$ cat config.mk
export PLATFORM = sky130hd
export DESIGN_NAME = interrupt_priority_vectoring
export DESIGN_NICKNAME = d
export VERILOG_FILES = /design/src/interrupt_priority_vectoring.v
export VERILOG_INCLUDE_DIRS = /design/src
export SDC_FILE = /design/constraint.sdc
export NUM_CORES = 1
export LEC_CHECK = 0
export ABC_AREA = 1
export CAP_MARGIN = 15
export CORE_MARGIN = 2
export CORE_UTILIZATION = 40
export CTS_CLUSTER_SIZE = 20
export DETAILED_ROUTE_END_ITERATION = 10
export DONT_BUFFER_PORTS = 1
export HOLD_SLACK_MARGIN = 0.15
export PLACE_DENSITY = 0.63
export REMOVE_ABC_BUFFERS = 1
export SYNTH_ARGS = -nofsm -noshare
export SYNTH_HDL_FRONTEND = slang
export SYNTH_SLANG_ARGS = --single-unit
$ cat constraint.sdc
create_clock -name pclk -period 25.7 [get_ports pclk]
set_input_delay 1.285 -clock pclk [delete_from_list [all_inputs] [get_ports pclk]]
set_output_delay 1.285 -clock pclk [all_outputs]
set_load 0.005 [all_outputs]
$ cat src/int_prio_defines.vh
// Register offsets, field positions, reset values, source order indices and power fail level of the interrupt controller.
`ifndef INT_PRIO_DEFINES_VH
`define INT_PRIO_DEFINES_VH
// Register byte offsets on the APB bus.
`define OFS_IE 12'h000
`define OFS_XEN 12'h004
`define OFS_PLO 12'h008
`define OFS_PHI 12'h00C
`define OFS_XPLO 12'h010
`define OFS_XPHI 12'h014
`define OFS_TCTL 12'h018
`define OFS_XFLG 12'h01C
`define OFS_SER 12'h020
`define OFS_T2 12'h024
`define OFS_WD 12'h028
`define OFS_STAT 12'h02C
`define OFS_ACK 12'h030
// Reset values.
`define RST_BYTE 8'h00
`define RST_IDLE_LVL 3'h0
// Field positions in the timer control register.
`define TC_IT0 0
`define TC_X0F 1
`define TC_IT1 2
`define TC_X1F 3
`define TC_T0F 5
`define TC_T1F 7
// Field positions in the watchdog control register.
`define WD_WDF 3
`define WD_PFF 4
`define WD_PFE 5
// Field positions in the serial register: port 0 in bits 1:0, port 1 in bits 3:2.
`define SR_RI0 0
`define SR_TI0 1
`define SR_RI1 2
`define SR_TI1 3
// Field positions in the timer 2 register.
`define T2_EVF 6
`define T2_OVF 7
// Source order indices.
`define SRC_PF 0
`define SRC_X0 1
`define SRC_T0 2
`define SRC_X1 3
`define SRC_T1 4
`define NSRC 13
// Power fail level.
`define LVL_PF 3'h4
`endif

$ cat src/interrupt_priority_vectoring.v
// Interrupt flag latching, priority arbitration and vector generation with an APB register port.
//
// Added by the designer: the APB slave port and the register offsets.
`timescale 1ns/1ps
`default_nettype none
`include "int_prio_defines.vh"

module interrupt_priority_vectoring (
  input wire pclk,
  input wire presetn,
  input wire psel,
  input wire penable,
  input wire pwrite,
  input wire [11:0] paddr,
  input wire [31:0] pwdata,
  output reg [31:0] prdata,
  output wire pready,
  output wire pslverr,
  input wire ext_int0_pin_n,
  input wire ext_int1_pin_n,
  input wire [3:0] ext_int_hi_event,
  input wire timer0_overflow_event,
  input wire timer1_overflow_event,
  input wire timer2_overflow_event,
  input wire timer2_ext_event,
  input wire serial0_rx_event,
  input wire serial0_tx_event,
  input wire serial1_rx_event,
  input wire serial1_tx_event,
  input wire watchdog_event,
  input wire power_fail_event,
  input wire global_int_enable,
  output reg int_request,
  output reg [7:0] int_vector,
  input wire vector_taken,
  input wire service_return
);

  ////////////////////////////////////////////////////////////////////////
  // Vector address of each source by natural order.
  function [7:0] vec_of;
    input [3:0] idx;
    begin
      case (idx)
        4'd0: vec_of = 8'h33;
        4'd1: vec_of = 8'h03;
        4'd2: vec_of = 8'h0B;
        4'd3: vec_of = 8'h13;
        4'd4: vec_of = 8'h1B;
        4'd5: vec_of = 8'h23;
        4'd6: vec_of = 8'h2B;
        4'd7: vec_of = 8'h3B;
        4'd8: vec_of = 8'h43;
        4'd9: vec_of = 8'h4B;
        4'd10: vec_of = 8'h53;
        4'd11: vec_of = 8'h5B;
        4'd12: vec_of = 8'h63;
        default: vec_of = 8'h00;
      endcase
    end
  endfunction

  // Write strobe for one register offset.
  function wr_hit;
    input [11:0] ofs;
    begin
      wr_hit = psel & penable & pwrite & (paddr == ofs);
    end
  endfunction

  ////////////////////////////////////////////////////////////////////////
  // Register state.
  reg [7:0] ie_reg, ext_int_enable_reg, prio_low_bits_reg, prio_high_bits_reg;
  reg [7:0] ext_prio_low_bits_reg, ext_prio_high_bits_reg;
  reg [7:0] timer_ctrl_reg, ext_flag_reg, ser_reg, t2_reg, wd_reg;
  // Pin synchronisers: three stages, the last two must agree.
  reg [2:0] x0_sync_reg, x1_sync_reg;
  reg x0_stable_reg, x1_stable_reg;
  // Levels of routines in progress, one bit per level 0..4.
  reg [4:0] active_reg;
  reg [3:0] vec_idx_reg;

  // Registers answer in the access cycle; no wait states and no errors.
  assign pready = 1'b1;
  assign pslverr = 1'b0;

  // Synchronise the active low external pins; a change counts only once stage 2 and 3 agree.
  always @(posedge pclk or negedge presetn) begin
    if (!presetn) begin
      x0_sync_reg <= 3'b111;
      x1_sync_reg <= 3'b111;
      x0_stable_reg <= 1'b1;
      x1_stable_reg <= 1'b1;
    end else begin
      x0_sync_reg <= {x0_sync_reg[1:0], ext_int0_pin_n};
      x1_sync_reg <= {x1_sync_reg[1:0], ext_int1_pin_n};
      if (x0_sync_reg[1] == x0_sync_reg[2])
        x0_stable_reg <= x0_sync_reg[2];
      if (x1_sync_reg[1] == x1_sync_reg[2])
        x1_stable_reg <= x1_sync_reg[2];
    end
  end

  // Pin conditions: falling edge in edge mode, low level in level mode.
  wire x0_fall = x0_stable_reg & ~x0_sync_reg[2] & (x0_sync_reg[1] == x0_sync_reg[2]);
  wire x1_fall = x1_stable_reg & ~x1_sync_reg[2] & (x1_sync_reg[1] == x1_sync_reg[2]);
  wire x0_low = ~x0_stable_reg;
  wire x1_low = ~x1_stable_reg;

  ////////////////////////////////////////////////////////////////////////
  // Arbitration.
  reg [12:0] pend;
  reg [2:0] lvl [0:12];
  reg [2:0] best_lvl;
  reg [3:0] best_idx;
  reg found;
  reg [2:0] cur_lvl;
  integer i;
  always @* begin
    pend[0] = wd_reg[`WD_PFF] & wd_reg[`WD_PFE];
    pend[1] = timer_ctrl_reg[`TC_X0F] & ie_reg[0];
    pend[2] = timer_ctrl_reg[`TC_T0F] & ie_reg[1];
    pend[3] = timer_ctrl_reg[`TC_X1F] & ie_reg[2];
    pend[4] = timer_ctrl_reg[`TC_T1F] & ie_reg[3];
    pend[5] = (ser_reg[`SR_RI0] | ser_reg[`SR_TI0]) & ie_reg[4];
    pend[6] = (t2_reg[`T2_OVF] | t2_reg[`T2_EVF]) & ie_reg[5];
    pend[7] = (ser_reg[`SR_RI1] | ser_reg[`SR_TI1]) & ie_reg[6];
    pend[8] = ext_flag_reg[4] & ext_int_enable_reg[0];
    pend[9] = ext_flag_reg[5] & ext_int_enable_reg[1];
    pend[10] = ext_flag_reg[6] & ext_int_enable_reg[2];
    pend[11] = ext_flag_reg[7] & ext_int_enable_reg[3];
    pend[12] = wd_reg[`WD_WDF] & ext_int_enable_reg[4];
    lvl[0] = `LVL_PF;
    // Level bits: high from second set, low from first.
    for (i = 0; i < 7; i = i + 1)
      lvl[i + 1] = {1'b0, prio_high_bits_reg[i], prio_low_bits_reg[i]};
    for (i = 0; i < 5; i = i + 1)
      lvl[i + 8] = {1'b0, ext_prio_high_bits_reg[i], ext_prio_low_bits_reg[i]};
    // Strictly greater replaces, so the lowest order wins a tie.
    best_lvl = 3'd0;
    best_idx = 4'd0;
    found = 1'b0;
    for (i = 0; i < `NSRC; i = i + 1) begin
      if (pend[i] && (!found || lvl[i] > best_lvl)) begin
        found = 1'b1;
        best_lvl = lvl[i];
        best_idx = i[3:0];
      end
    end
    // Highest level in progress; no routine acts as below level 0.
    cur_lvl = 3'd0;
    for (i = 0; i < 5; i = i + 1)
      if (active_reg[i])
        cur_lvl = i[2:0];
  end

  // A new request must beat every routine in progress.
  wire may_take = found & global_int_enable &
                  (active_reg == 5'b0 || best_lvl > cur_lvl);

  // Present the request and its vector; the request follows may_take each cycle and drops when the core vectors.
  always @(posedge pclk or negedge presetn) begin
    if (!presetn) begin
      int_request <= 1'b0;
      int_vector <= 8'h00;
      vec_idx_reg <= 4'd0;
    end else if (vector_taken) begin
      int_request <= 1'b0;
    end else begin
      int_request <= may_take;
      // The vector stands with the request, so the core never takes a moving vector.
      if (!int_request || !may_take) begin
        int_vector <= vec_of(best_idx);
        vec_idx_reg <= best_idx;
      end
    end
  end

  // Track levels in progress; return ends the highest one.
  reg [4:0] act_next;
  always @* begin
    act_next = active_reg;
    if (service_return) begin
      if (active_reg[4]) act_next[4] = 1'b0;
      else if (active_reg[3]) act_next[3] = 1'b0;
      else if (active_reg[2]) act_next[2] = 1'b0;
      else if (active_reg[1]) act_next[1] = 1'b0;
      else act_next[0] = 1'b0;
    end
    if (vector_taken && int_request)
      act_next[lvl[vec_idx_reg]] = 1'b1;
  end

  wire took = vector_taken & int_request;

  ////////////////////////////////////////////////////////////////////////
  // Registers and flags. Hardware set wins over a software clear in the same cycle.
  reg [7:0] timer_ctrl_next, ext_flag_next, ser_next, t2_next, wd_next;
  always @* begin
    timer_ctrl_next = wr_hit(`OFS_TCTL) ? pwdata[7:0] : timer_ctrl_reg;
    ext_flag_next = wr_hit(`OFS_XFLG) ? pwdata[7:0] : ext_flag_reg;
    ser_next = wr_hit(`OFS_SER) ? pwdata[7:0] : ser_reg;
    t2_next = wr_hit(`OFS_T2) ? pwdata[7:0] : t2_reg;
    wd_next = wr_hit(`OFS_WD) ? pwdata[7:0] : wd_reg;
    // Hardware clear on vectoring, before the sets so that a new event survives.
    if (took && vec_idx_reg == `SRC_X0 && timer_ctrl_reg[`TC_IT0])
      timer_ctrl_next[`TC_X0F] = 1'b0;
    if (took && vec_idx_reg == `SRC_X1 && timer_ctrl_reg[`TC_IT1])
      timer_ctrl_next[`TC_X1F] = 1'b0;
    if (took && vec_idx_reg == `SRC_T0)
      timer_ctrl_next[`TC_T0F] = 1'b0;
    if (took && vec_idx_reg == `SRC_T1)
      timer_ctrl_next[`TC_T1F] = 1'b0;
    // Event sets, independent of enables.
    if (timer_ctrl_next[`TC_IT0]) begin
      if (x0_fall) timer_ctrl_next[`TC_X0F] = 1'b1;
    end else
      timer_ctrl_next[`TC_X0F] = x0_low;
    if (timer_ctrl_next[`TC_IT1]) begin
      if (x1_fall) timer_ctrl_next[`TC_X1F] = 1'b1;
    end else
      timer_ctrl_next[`TC_X1F] = x1_low;
    if (timer0_overflow_event) timer_ctrl_next[`TC_T0F] = 1'b1;
    if (timer1_overflow_event) timer_ctrl_next[`TC_T1F] = 1'b1;
    ext_flag_next[7:4] = ext_flag_next[7:4] | ext_int_hi_event;
    if (serial0_rx_event) ser_next[`SR_RI0] = 1'b1;
    if (serial0_tx_event) ser_next[`SR_TI0] = 1'b1;
    if (serial1_rx_event) ser_next[`SR_RI1] = 1'b1;
    if (serial1_tx_event) ser_next[`SR_TI1] = 1'b1;
    if (timer2_overflow_event) t2_next[`T2_OVF] = 1'b1;
    if (timer2_ext_event) t2_next[`T2_EVF] = 1'b1;
    if (watchdog_event) wd_next[`WD_WDF] = 1'b1;
    if (power_fail_event) wd_next[`WD_PFF] = 1'b1;
    ser_next[7:4] = 4'h0;
  end

  // Register update; enables and priorities are plain software bits.
  always @(posedge pclk or negedge presetn) begin
    if (!presetn) begin
      ie_reg <= `RST_BYTE;
      ext_int_enable_reg <= `RST_BYTE;
      prio_low_bits_reg <= `RST_BYTE;
      prio_high_bits_reg <= `RST_BYTE;
      ext_prio_low_bits_reg <= `RST_BYTE;
      ext_prio_high_bits_reg <= `RST_BYTE;
      timer_ctrl_reg <= `RST_BYTE;
      ext_flag_reg <= `RST_BYTE;
      ser_reg <= `RST_BYTE;
      t2_reg <= `RST_BYTE;
      wd_reg <= `RST_BYTE;
      active_reg <= 5'b0;
    end else begin
      if (wr_hit(`OFS_IE)) ie_reg <= pwdata[7:0];
      if (wr_hit(`OFS_XEN)) ext_int_enable_reg <= {3'b000, pwdata[4:0]};
      if (wr_hit(`OFS_PLO)) prio_low_bits_reg <= {1'b0, pwdata[6:0]};
      if (wr_hit(`OFS_PHI)) prio_high_bits_reg <= {1'b0, pwdata[6:0]};
      if (wr_hit(`OFS_XPLO)) ext_prio_low_bits_reg <= {3'b000, pwdata[4:0]};
      if (wr_hit(`OFS_XPHI)) ext_prio_high_bits_reg <= {3'b000, pwdata[4:0]};
      timer_ctrl_reg <= timer_ctrl_next;
      ext_flag_reg <= ext_flag_next;
      ser_reg <= ser_next;
      t2_reg <= t2_next;
      wd_reg <= wd_next;
      active_reg <= act_next;
    end
  end

  // Read data, registered on the setup cycle so that it is stable in the access cycle.
  always @(posedge pclk or negedge presetn) begin
    if (!presetn) begin
      prdata <= 32'h0000_0000;
    end else if (psel && !penable && !pwrite) begin
      case (paddr)
        `OFS_IE: prdata <= {24'h00_0000, ie_reg};
        `OFS_XEN: prdata <= {24'h00_0000, ext_int_enable_reg};
        `OFS_PLO: prdata <= {24'h00_0000, prio_low_bits_reg};
        `OFS_PHI: prdata <= {24'h00_0000, prio_high_bits_reg};
        `OFS_XPLO: prdata <= {24'h00_0000, ext_prio_low_bits_reg};
        `OFS_XPHI: prdata <= {24'h00_0000, ext_prio_high_bits_reg};
        `OFS_TCTL: prdata <= {24'h00_0000, timer_ctrl_reg};
        `OFS_XFLG: prdata <= {24'h00_0000, ext_flag_reg};
        `OFS_SER: prdata <= {24'h00_0000, ser_reg};
        `OFS_T2: prdata <= {24'h00_0000, t2_reg};
        `OFS_WD: prdata <= {24'h00_0000, wd_reg};
        `OFS_STAT: prdata <= {19'h0_0000, active_reg, vec_idx_reg, int_request, best_lvl};
        default: prdata <= 32'h0000_0000;
      endcase
    end
  end

endmodule // interrupt_priority_vectoring
`default_nettype wire

==> results_dict.tcl <==
set metrics [dict create \
    syn2layout_area_growth_pct 6.706 \
    yosysTopAreaCellShare_pct 37.11 \
    port_buffers 0 \
    min_path_type "register to register" \
    switching_power_mw 0.08190 \
    crit_arrival_ns 13.87 \
    synthTopCellsByArea "dfrtp_1, nand2_1, o21ai_0, inv_1, ha_1" \
    end_kind "register" \
    cts_tree "built" \
    largest_reg_flops 13 \
    io-pin-count 111 \
    core_area_sq_mm 0.01664 \
    numPlacedInstances 1079 \
    crit_top_cell "nand2_1" \
    fp.dieW_microns 134.5 \
    ctsResizeCount 0 \
    fin_crit_sh_pct 53.05 \
    status "finished clean" \
    worst-setup-path-type "register to register" \
    die_area_sq_mm 0.01808 \
    drtIter0Drc 607 \
    swShare_pct 25.01 \
    ys_seq_area_share_pct 40.20 \
    slew_violations 0 \
    cap_violations 0 \
    final_common_cell "nand2_1" \
    max_freq_ghz 0.07335 \
    antenna_cells 0 \
    routed_wl_mm 19.58 \
    grt_overflow 0 \
    avgViaCountPerCell 5.507 \
    powerDensity_mw_per_mm2 45.07 \
    regMostFlops "prdata" \
    relSlewSlack_pct 44.58 \
    htree_levels 3 \
    hold_buffers 0 \
    tightestPinTransition_ns 0.8249 \
    finalSetupTns_ns 0 \
    grt_util_all_layers_pct 22.57 \
    drtAntennaViolNets 0 \
    fin_worst_skew_ns 0.009810 \
    avgSynthCellArea_sq_um 7.837 \
    start_util_pct 40.92 \
    min_period_ns 13.63 \
    peakVddDrop_v 0.00005553 \
    syn_area_sq_mm 0.006810 \
    yosys_most_used_dff "dfrtp_1" \
    synth_edf_count 0 \
    finalHoldViolations 0 \
    dp_hpwl_mm 15.03 \
    final_cell_mix "nand2_1, inv_1, dfrtp_1, o21ai_0, nor2_1" \
    critPathMaxFanout 10 \
    max-clock-path-buffers 2 \
    ys_ff_latch 109 \
    internal-power_mw 0.2456 \
    cts.clk_slew.worst_paths_ns 0.09 \
    grt_pass1_vias 5674 \
    drive_above_1_share_pct 12.23 \
    drc 0 \
    synthesis.instances 869 \
    fin_util_pct 43.67 \
    worstSkewPairLatency_ns 0.36 \
    cts.sinks 109 \
    cts_setup_buffers 0 \
    final_nets 967 \
    crit_path_top_delay_cell "dfrtp_1" \
    slowest_delay_ns 0.44 \
    rows 47 \
    synth_top_area_cell "dfrtp_1" \
    grt_max_degree 110 \
    cts_buffers 9 \
    die_h_microns 134.5 \
    pwr-share-comb_pct 3.2 \
    worstPathRequired_ns 25.94 \
    synthArstFlopShare_pct 100.0 \
    num_vias 6030 \
    grt_setup_unrepaired "no" \
    place.gp.congestion 0.9645 \
    drt_pass1_iterations 6 \
    yosysWarningCount 0 \
    p_clk_share_pct 43.3 \
    antenna_found_initial 0 \
    seq_power_share_pct 53.5 \
    grt_pass1_wl_mm 31.51 \
    cp-start-kind "register" \
    final_cells 1095 \
    finalSetupViolations 0 \
    leakage_nw 3.415 \
    clockRootBuffer "clkbuf_16" \
    wl_per_cell_microns 17.88 \
    synthDistinctLibCells 53 \
]
[worst paths after layout]
path	startpoint	end	slack, ns	cells past startpoint
min in group asynchronous	presetn	t2_reg[2]	0.61	0
worst min register to register	x0_sync_reg[0]	x0_sync_reg[1]	0.36	0
worst max-delay path	wd_reg[5]	int_vector[1]	12.07	110
worst min-delay path	x0_sync_reg[0]	x0_sync_reg[1]	0.36	0
max in group asynchronous	presetn	x0_sync_reg[2]	24.83	0
worst max register to register	wd_reg[5]	int_vector[1]	12.07	110
[worst max-delay path, delay by kind of cell (launching register included)]
family / cells / cell delay, ns
flops: 1 / 0.44
compound gates: 21 / 2.51
simple gates: 57 / 5.68
buf+inv: 20 / 1.47
fa+ha+maj: 12 / 3.34
[logic make-up after synthesis]
group	count (synthesis)	synth area share, %
AND/OR/NAND/NOR	362	25.26
other	2	0.1103
adder cells (fa/ha/maj)	29	5.328
multiplexers	6	0.9920
AO/OA/AOI/OAI	196	17.60
flip-flops	109	40.20
buffers and inverters	165	10.51
[synth_stat cells, types with 5 or more instances]
| library cell | count |
|---|---|
| a21oi_1 | 25 |
| a221oi_1 | 19 |
| and2_1 | 5 |
| buf_4 | 24 |
| clkbuf_1 | 6 |
| dfrtp_1 | 101 |
| dfstp_2 | 8 |
| ha_1 | 29 |
| inv_1 | 119 |
| inv_2 | 12 |
| mux2_2 | 6 |
| nand2_1 | 191 |
| nand2_2 | 13 |
| nand2_4 | 5 |
| nand3_1 | 33 |
| nand3_2 | 12 |
| nor2_1 | 53 |
| nor2_2 | 9 |
| nor3_1 | 21 |
| o21ai_0 | 91 |
| o21ai_1 | 6 |
| o21ai_2 | 6 |
| o22ai_1 | 19 |
[power by group through the flow]
stage	clock (mW)	sequential (mW)	combinational, mW
detailed placement	0	0.178	0.0104
global route	0.151	0.175	0.0120
finish	0.142	0.175	0.0106
floorplan	0	0.178	0.00726
global placement	0	0.178	0.0103
CTS	0.144	0.175	0.0104
[cell type report]
type,instances,area (sq um)
clock inverter,7,77.57
fill,1678,9375
multi-input combinational,616,3441
clock buffer,9,225.2
tap,220,275.3
sequential,109,2738
inverter,133,503.0
timing repair buffer,1,7.507
[metal layers]
metal / vias up / share of wire (%) / track usage [%]
li1: 2867 / - / -
met1: 2829 / 44 / 31.48
met2: 272 / 44 / 34.92
met4: 0 / 3.6 / 7.836
met5: - / 0 / 0
met3: 62 / 8.0 / 4.805
[through the flow]
stage | cell area [sq um] | power (mW) | hold slack (ns) | setup WS [ns]
4_1_cts | 7267 | 0.3296 | 0.3613 | 12.06
3_5_place_dp | 6964 | 0.1889 | 0.3491 | 12.13
3_3_place_gp | 6964 | 0.1887 | 0.3461 | 12.20
6_report | 7267 | 0.3275 | 0.3596 | 12.07
2_1_floorplan | 6676 | 0.1853 | 0.3452 | 13.58
5_1_grt | 7267 | 0.3386 | 0.3620 | 10.33
(Power assumes the default switching activity.)
